$ cat config.mk
export PLATFORM = sky130hd
export DESIGN_NAME = logic_cell_input_gating
export DESIGN_NICKNAME = d
export VERILOG_FILES = /design/src/pkg/logic_cell_pkg.sv /design/src/rtl/logic_cell_input_gating.sv
export VERILOG_INCLUDE_DIRS = /design/src /design/src/pkg
export SDC_FILE = /design/constraint.sdc
export NUM_CORES = 1
export LEC_CHECK = 0
export BUFFER_PORTS_ARGS = -buffer_cell sky130_fd_sc_hd__buf_4
export CAP_MARGIN = 40
export CORE_MARGIN = 8
export CORE_UTILIZATION = 45
export CTS_CLUSTER_DIAMETER = 200
export DETAILED_ROUTE_END_ITERATION = 7
export SLEW_MARGIN = 20
export SYNTH_ARGS = -nofsm -noshare
export SYNTH_HDL_FRONTEND = slang
export SYNTH_SLANG_ARGS = --single-unit
$ cat constraint.sdc
create_clock -name clk -period 3.35 [get_ports clk]
set_input_delay 0.5025 -clock clk [delete_from_list [all_inputs] [get_ports clk]]
set_output_delay 0.5025 -clock clk [all_outputs]
set_load 0.05 [all_outputs]
$ cat src/pkg/logic_cell_consts.svh
`ifndef LOGIC_CELL_CONSTS_SVH
`define LOGIC_CELL_CONSTS_SVH

`define LC_ADDR_W        4
`define LC_DATA_W        8
`define LC_CODE_W        6
`define LC_LANES         4
`define LC_SRC_DEFAULT   64

`define LC_OFS_CTRL      4'h0
`define LC_OFS_POL       4'h1
`define LC_OFS_SEL_A     4'h2
`define LC_OFS_SEL_B     4'h3
`define LC_OFS_SEL_C     4'h4
`define LC_OFS_SEL_D     4'h5
`define LC_OFS_GLS_A     4'h6
`define LC_OFS_GLS_B     4'h7

`define LC_CTRL_EN_BIT   7
`define LC_CTRL_OUT_BIT  5
`define LC_POL_OUT_BIT   7
`define LC_CTRL_RESET    1'h0
`define LC_POL_OUT_RESET 1'h0
`define LC_RDATA_IDLE    8'h00

`endif

$ cat src/pkg/logic_cell_pkg.sv
`default_nettype none
`include "logic_cell_consts.svh"

package logic_cell_pkg;
    typedef logic [`LC_DATA_W-1:0] reg_byte_t;
    typedef logic [`LC_CODE_W-1:0] src_code_t;
    typedef logic [`LC_LANES-1:0]  lane_vec_t;
    typedef logic [`LC_ADDR_W-1:0] reg_addr_t;
endpackage

`default_nettype wire

$ cat src/rtl/logic_cell_input_gating.sv
// How it works
// - set top polarity bit inverts cell output
// - gate invert bits flip each gate output
// - polarity bits six to four read zero
// - output invert resets, gate inverts keep value
// - six-bit source code, upper two read zero
// - selects writable, unknown at power-on, kept
// - true and negated bit per lane
// - lane d true on top, a neg lowest
// - disabled cell drives output zero
// - status bit shows output after inversion
//
// Decided for this implementation: the plain strobed port and the register offsets.
`timescale 1ns/1ps
`default_nettype none
`include "logic_cell_consts.svh"

module logic_cell_input_gating
    import logic_cell_pkg::*;
#(
    parameter int NUM_SOURCES = `LC_SRC_DEFAULT
) (
    input  wire logic                   clk,
    input  wire logic                   reset,
    input  wire reg_addr_t              reg_addr,
    input  wire reg_byte_t              reg_wdata,
    input  wire logic                   reg_wr,
    input  wire logic                   reg_rd,
    output var  reg_byte_t              reg_rdata,
    input  wire logic [NUM_SOURCES-1:0] source_in,
    input  wire logic                   logic_func_in,
    input  wire logic                   gate_c_raw,
    input  wire logic                   gate_d_raw,
    output logic                        data_lane_a,
    output logic                        data_lane_b,
    output logic                        data_lane_c,
    output logic                        data_lane_d,
    output logic                        gate_a_out,
    output logic                        gate_b_out,
    output logic                        gate_c_out,
    output logic                        gate_d_out,
    output logic                        cell_output
);

    generate
        if (NUM_SOURCES < 1 || NUM_SOURCES > (1 << `LC_CODE_W)) begin : g_bad_sources
            $error("NUM_SOURCES must lie between 1 and 64");
        end
    endgenerate

    // codes beyond the populated sources read as a quiet zero
    function automatic logic src_pick(input logic [NUM_SOURCES-1:0] srcs, input src_code_t code);
        logic hit;
        hit = 1'b0;
        for (int i = 0; i < NUM_SOURCES; i++) begin
            if (code == src_code_t'(i)) begin
                hit = srcs[i];
            end
        end
        return hit;
    endfunction

    function automatic logic gate_or(input reg_byte_t terms, input lane_vec_t lanes);
        logic acc;
        acc = 1'b0;
        for (int k = 0; k < `LC_LANES; k++) begin
            acc = acc | (terms[2*k+1] & lanes[k]) | (terms[2*k] & ~lanes[k]);
        end
        return acc;
    endfunction

    logic             ctrl_en_r;
    logic             out_inv_r;
    lane_vec_t        gate_inv_r;
    src_code_t        sel_r [`LC_LANES];
    reg_byte_t        gls_a_r;
    reg_byte_t        gls_b_r;
    logic [NUM_SOURCES-1:0] sync_1_r;
    logic [NUM_SOURCES-1:0] sync_2_r;
    logic [NUM_SOURCES-1:0] sync_3_r;
    logic [NUM_SOURCES-1:0] filt_r;
    logic [NUM_SOURCES-1:0] filt_nxt;
    lane_vec_t        lane_r;
    lane_vec_t        lane_nxt;
    lane_vec_t        gate_r;
    logic             cell_out_r;
    reg_byte_t        rdata_r;
    reg_byte_t        rdata_nxt;

    // control register: cleared by every reset
    always_ff @(posedge clk) begin
        if (reset) begin
            ctrl_en_r <= `LC_CTRL_RESET;
        end else if (reg_wr && reg_addr == `LC_OFS_CTRL) begin
            ctrl_en_r <= reg_wdata[`LC_CTRL_EN_BIT];
        end
    end

    always_ff @(posedge clk) begin
        if (reset) begin
            out_inv_r <= `LC_POL_OUT_RESET;
        end else if (reg_wr && reg_addr == `LC_OFS_POL) begin
            out_inv_r <= reg_wdata[`LC_POL_OUT_BIT];
        end
    end

    always_ff @(posedge clk) begin
        if (reg_wr && reg_addr == `LC_OFS_POL) begin
            gate_inv_r <= reg_wdata[`LC_LANES-1:0];
        end
    end

    always_ff @(posedge clk) begin
        for (int k = 0; k < `LC_LANES; k++) begin
            if (reg_wr && reg_addr == `LC_OFS_SEL_A + reg_addr_t'(k)) begin
                sel_r[k] <= reg_wdata[`LC_CODE_W-1:0];
            end
        end
    end

    always_ff @(posedge clk) begin
        if (reg_wr && reg_addr == `LC_OFS_GLS_A) begin
            gls_a_r <= reg_wdata;
        end
        if (reg_wr && reg_addr == `LC_OFS_GLS_B) begin
            gls_b_r <= reg_wdata;
        end
    end

    // sources are asynchronous pins; a bit moves only once stages two and three agree
    always_comb begin
        filt_nxt = (sync_3_r & ~(sync_2_r ^ sync_3_r)) | (filt_r & (sync_2_r ^ sync_3_r));
    end

    always_ff @(posedge clk) begin
        if (reset) begin
            sync_1_r <= '0;
            sync_2_r <= '0;
            sync_3_r <= '0;
            filt_r   <= '0;
        end else begin
            sync_1_r <= source_in;
            sync_2_r <= sync_1_r;
            sync_3_r <= sync_2_r;
            filt_r   <= filt_nxt;
        end
    end

    always_comb begin
        for (int k = 0; k < `LC_LANES; k++) begin
            lane_nxt[k] = src_pick(filt_r, sel_r[k]);
        end
    end

    always_ff @(posedge clk) begin
        if (reset) begin
            lane_r <= '0;
        end else begin
            lane_r <= lane_nxt;
        end
    end

    always_ff @(posedge clk) begin
        if (reset) begin
            gate_r <= '0;
        end else begin
            gate_r[0] <= gate_or(gls_a_r, lane_r) ^ gate_inv_r[0];
            gate_r[1] <= gate_or(gls_b_r, lane_r) ^ gate_inv_r[1];
            gate_r[2] <= gate_c_raw ^ gate_inv_r[2];
            gate_r[3] <= gate_d_raw ^ gate_inv_r[3];
        end
    end

    always_ff @(posedge clk) begin
        if (reset) begin
            cell_out_r <= 1'b0;
        end else begin
            cell_out_r <= ctrl_en_r & (logic_func_in ^ out_inv_r);
        end
    end

    always_comb begin
        rdata_nxt = `LC_RDATA_IDLE;
        case (reg_addr)
            `LC_OFS_CTRL: begin
                rdata_nxt[`LC_CTRL_EN_BIT]  = ctrl_en_r;
                rdata_nxt[`LC_CTRL_OUT_BIT] = cell_out_r;
            end
            `LC_OFS_POL: begin
                rdata_nxt[`LC_POL_OUT_BIT]  = out_inv_r;
                rdata_nxt[`LC_LANES-1:0]    = gate_inv_r;
            end
            `LC_OFS_SEL_A: rdata_nxt[`LC_CODE_W-1:0] = sel_r[0];
            `LC_OFS_SEL_B: rdata_nxt[`LC_CODE_W-1:0] = sel_r[1];
            `LC_OFS_SEL_C: rdata_nxt[`LC_CODE_W-1:0] = sel_r[2];
            `LC_OFS_SEL_D: rdata_nxt[`LC_CODE_W-1:0] = sel_r[3];
            `LC_OFS_GLS_A: rdata_nxt = gls_a_r;
            `LC_OFS_GLS_B: rdata_nxt = gls_b_r;
            default:       rdata_nxt = `LC_RDATA_IDLE;
        endcase
    end

    // read data lives for exactly one cycle, zero otherwise
    always_ff @(posedge clk) begin
        if (reset) begin
            rdata_r <= `LC_RDATA_IDLE;
        end else if (reg_rd) begin
            rdata_r <= rdata_nxt;
        end else begin
            rdata_r <= `LC_RDATA_IDLE;
        end
    end

    assign reg_rdata   = rdata_r;
    assign data_lane_a = lane_r[0];
    assign data_lane_b = lane_r[1];
    assign data_lane_c = lane_r[2];
    assign data_lane_d = lane_r[3];
    assign gate_a_out  = gate_r[0];
    assign gate_b_out  = gate_r[1];
    assign gate_c_out  = gate_r[2];
    assign gate_d_out  = gate_r[3];
    assign cell_output = cell_out_r;

    logic past_valid_r;
    always_ff @(posedge clk) begin
        if (reset) begin
            past_valid_r <= 1'b0;
        end else begin
            past_valid_r <= 1'b1;
        end
    end

    // gate invert bits power up unknown, so checks on them wait for a first write
    logic pol_known_r;
    always_ff @(posedge clk) begin
        if (reset) begin
            pol_known_r <= 1'b0;
        end else if (reg_wr && reg_addr == `LC_OFS_POL) begin
            pol_known_r <= 1'b1;
        end
    end
endmodule // logic_cell_input_gating

`default_nettype wire

==> results.md <==
* CTS Sinks at 319
* Critical R2R Launch: sel_r[1][1]
* CTS buffer count at 35
* Die Wd at 192 um
* Root buffer cell: clkbuf_16
* Share of cells above drive strength 1 at 14.1%
* Crit. Startpoint: sel_r[1][1]
* Slew HR at 45.8%
* I/O pin total at 100
* Slew Viols, Final at 0
* Final hold viol count at 0
* Hold_buf cts at 0
* Tightest Hold Check Type: in2reg
* Buffers added on ports at 99
* HPWL after DPL at 31.1 mm
* Worst-path fanout max at 15
* Worst vdd ir at 0.431 mV
* Critical Path End: lane_r[1]
* M2 GR Usage at 34.2%
* Busiest grt layer: met2
* Largest family of logic cells by synthesized area: simple AND/OR/NAND/NOR gates
* Drt via density at 5.80
* Sequential fraction of the synthesis area at 48.8%
* Distinct cells, synth at 77
* Detailed Route WL at 44.9 mm
* Die ar. at 0.0370 sq mm
* Core Rows at 64
* First-pass detailed-route iteration total at 5
* WS Path Type: reg2reg
* Top cells by area, synth: dfxtp_1 39%, nor2b_1 9.8%, edfxtp_1 9.5%
* Simple-Gate Fraction of Synth Area at 21.8%
* Worst R2R End: lane_r[1]
* Flop2flop setup slack at 390 ps
* Mapped Cells at 1546
* Least-Margin Pin Slew at 810 ps
* XOR/XNOR Fraction of Synth Area at 0.313%
* Largest net degree at the start of global routing at 132
* Vias in the first global route at 10900
* First-pass GRT wire length at 66.7 mm
* Post-cts sizing count at 0
* Crit end category: register
* H-tree levels at 2
* Status: completed
* Synthesized flop and latch total at 319
* Post-CTS Setup Bufs at 0
* Leakage at 0.00596 uW
* Clock Skew at 14.7 ps
* Initial core utilization at 45.7%
* Multiplexer area fraction after synthesis at 6.04%
* Most used flip-flop cell after synthesis: dfxtp_1
* Compound-Gate Fraction of Synth Area at 19.0%
* Mapped Nets at 1629
* Ys async rst share at 0%
* Total track usage at 23.7%
* Grt met3 use at 6.74%
* PwrDens at 502 mW/mm^2
* Die Height at 192 um
* Layout Nets at 1701
* Worst EP required at 3800 ps
* Mean Syn Cell Area at 9.04 sq um
* Final worst-path cycle share at 88.3%
* RSZ-0062 raised after global routing: no
* Number of max-cap violations at 0
* Met1 Track Usage GR at 32.2%
* Core box area at 0.0306 sq mm
* Achievable Freq at 0.338 GHz
* DR iter-0 viols at 1180
* DR DRC count at 0
* Final period demand of the worst path at 2960 ps
* Routed wire length per instance at 22.0 um
* Final setup vio count at 0
* Reg2Reg Depth at 9
* Syn. warnings at 0
* Initial antenna violation count at 2
* Yosys top cell by area: dfxtp_1
* Synth Area in Adders at 0%
* CTS Buffer Depth at 3
* Startpoint types: register
* Final Core Density at 53.0%
* Fill cell count at 2851
* TritonCTS clock tree: built
* Netlist Area Pre-Place at 0.0140 sq mm
* Post-synth EDFFs at 44
* Routed Antenna Nets at 0
* Remaining Overflow, GRT at 0
* Setup TNS at 0 ps
* WHS at 180 ps
* Vias at 11800
* Post-synth top area share at 39.4%
* Layout Area Growth over Synthesis at 16.0%
* Critical Path AT at 3410 ps
* CTS clk-pin slew, worst paths at 60 ps
* Worst skew pair latency at 520 ps
* GPL Wtd Cong at 0.946
area by class of cell:
class / instances / area, sq um / area share, %
Antenna cell: 1 / 2.50 / 0.0154
Sequential cell: 319 / 6830 / 42.1
Clock buffer: 51 / 986 / 6.08
Tap cell: 396 / 495 / 3.05
Inverter: 24 / 90.1 / 0.555
Multi-Input combinational cell: 1093 / 6590 / 40.6
Clock inverter: 11 / 105 / 0.648
Timing Repair Buffer: 145 / 1130 / 6.95
cells by family (layout without fill, tap and decap cells):
group / Yosys count / after routing
and+or+nand+nor: 587 / 587
AOI/OAI and AO/OA: 426 / 426
DFF: 319 / 319
buffers and inverters: 134 / 231
muxes: 75 / 75
xor gates and xnor gates: 5 / 5
other: 0 / 1
worst max-delay path, cell delays in order, from the launching register on:
cell       delay (ps)
edfxtp_1          530
inv_1             440
a21oi_1           140
o32a_1            360
o221ai_1          230
nand4_1           150
a2111oi_0         460
o21ai_1           190
o2bb2ai_1         180
a211oi_2          200
layout by cell type, fill, tap and decap left out, types with 13 or more instances in the layout:
cell / netlist / routed
buf_4: 6 / 142
nor2_1: 91 / 91
nand2_1: 157 / 157
clkbuf_16: 0 / 35
o21ai_0: 132 / 132
nor3_1: 23 / 23
dfxtp_1: 275 / 275
nand2b_1: 19 / 19
edfxtp_1: 44 / 44
a31oi_1: 13 / 13
inv_1: 21 / 21
nand3_1: 23 / 23
mux2_2: 15 / 15
mux2i_1: 54 / 54
nor2b_1: 219 / 219
o22ai_1: 15 / 15
a21oi_1: 126 / 126
power by group:
group          switching (uW)  leakage [uW]  internal (uW)
logic                     241       0.00277            203
registers                67.4       0.00265           3990
clock network            1500      0.000533           2140
worst min path at each step:
| stage | cells past startpoint | startpoint | slack (ps) | end |
|---|---|---|---|---|
| 2_1_floorplan | 1 | sync_1_r[0] | 410 | sync_2_r[0] |
| 3_3_place_gp | 1 | sync_1_r[57] | 420 | sync_2_r[57] |
| 3_5_place_dp | 1 | sync_1_r[40] | 420 | sync_2_r[40] |
| 4_1_cts | 1 | reg_wdata[6] | 170 | gls_b_r[6] |
| 5_1_grt | 1 | reg_wdata[6] | 170 | gls_b_r[6] |
| 6_report | 1 | reg_wdata[6] | 180 | gls_a_r[6] |
synthesized netlist by cell type (23+ instances only):
cell type / n
o21ai_0: 132
edfxtp_1: 44
mux2i_1: 54
nand3_1: 23
nor2_1: 91
a21oi_1: 126
nor2b_1: 219
nor3_1: 23
nand2_1: 157
clkbuf_1: 68
buf_2: 24
dfxtp_1: 275
metrics by stage:
stage | setup slack (ps) | instance area, sq um | std cells | total power (uW)
after CTS | 515 | 16200 | 2038 | 8220
after floorplan | 1170 | 14000 | 1546 | 4400
after global placement | 513 | 15100 | 1976 | 4580
after detailed placement | 539 | 15100 | 1976 | 4580
after global routing | 107 | 16200 | 2039 | 8430
final | 391 | 16200 | 2040 | 8140
layer usage:
layer,part of all wire (%),wire (um)
met3,9.9,4460
met2,42,18800
met4,4.5,2030
met5,0.027,12
met1,44,19600
No activity file was read; power rests on OpenSTA's default activity.
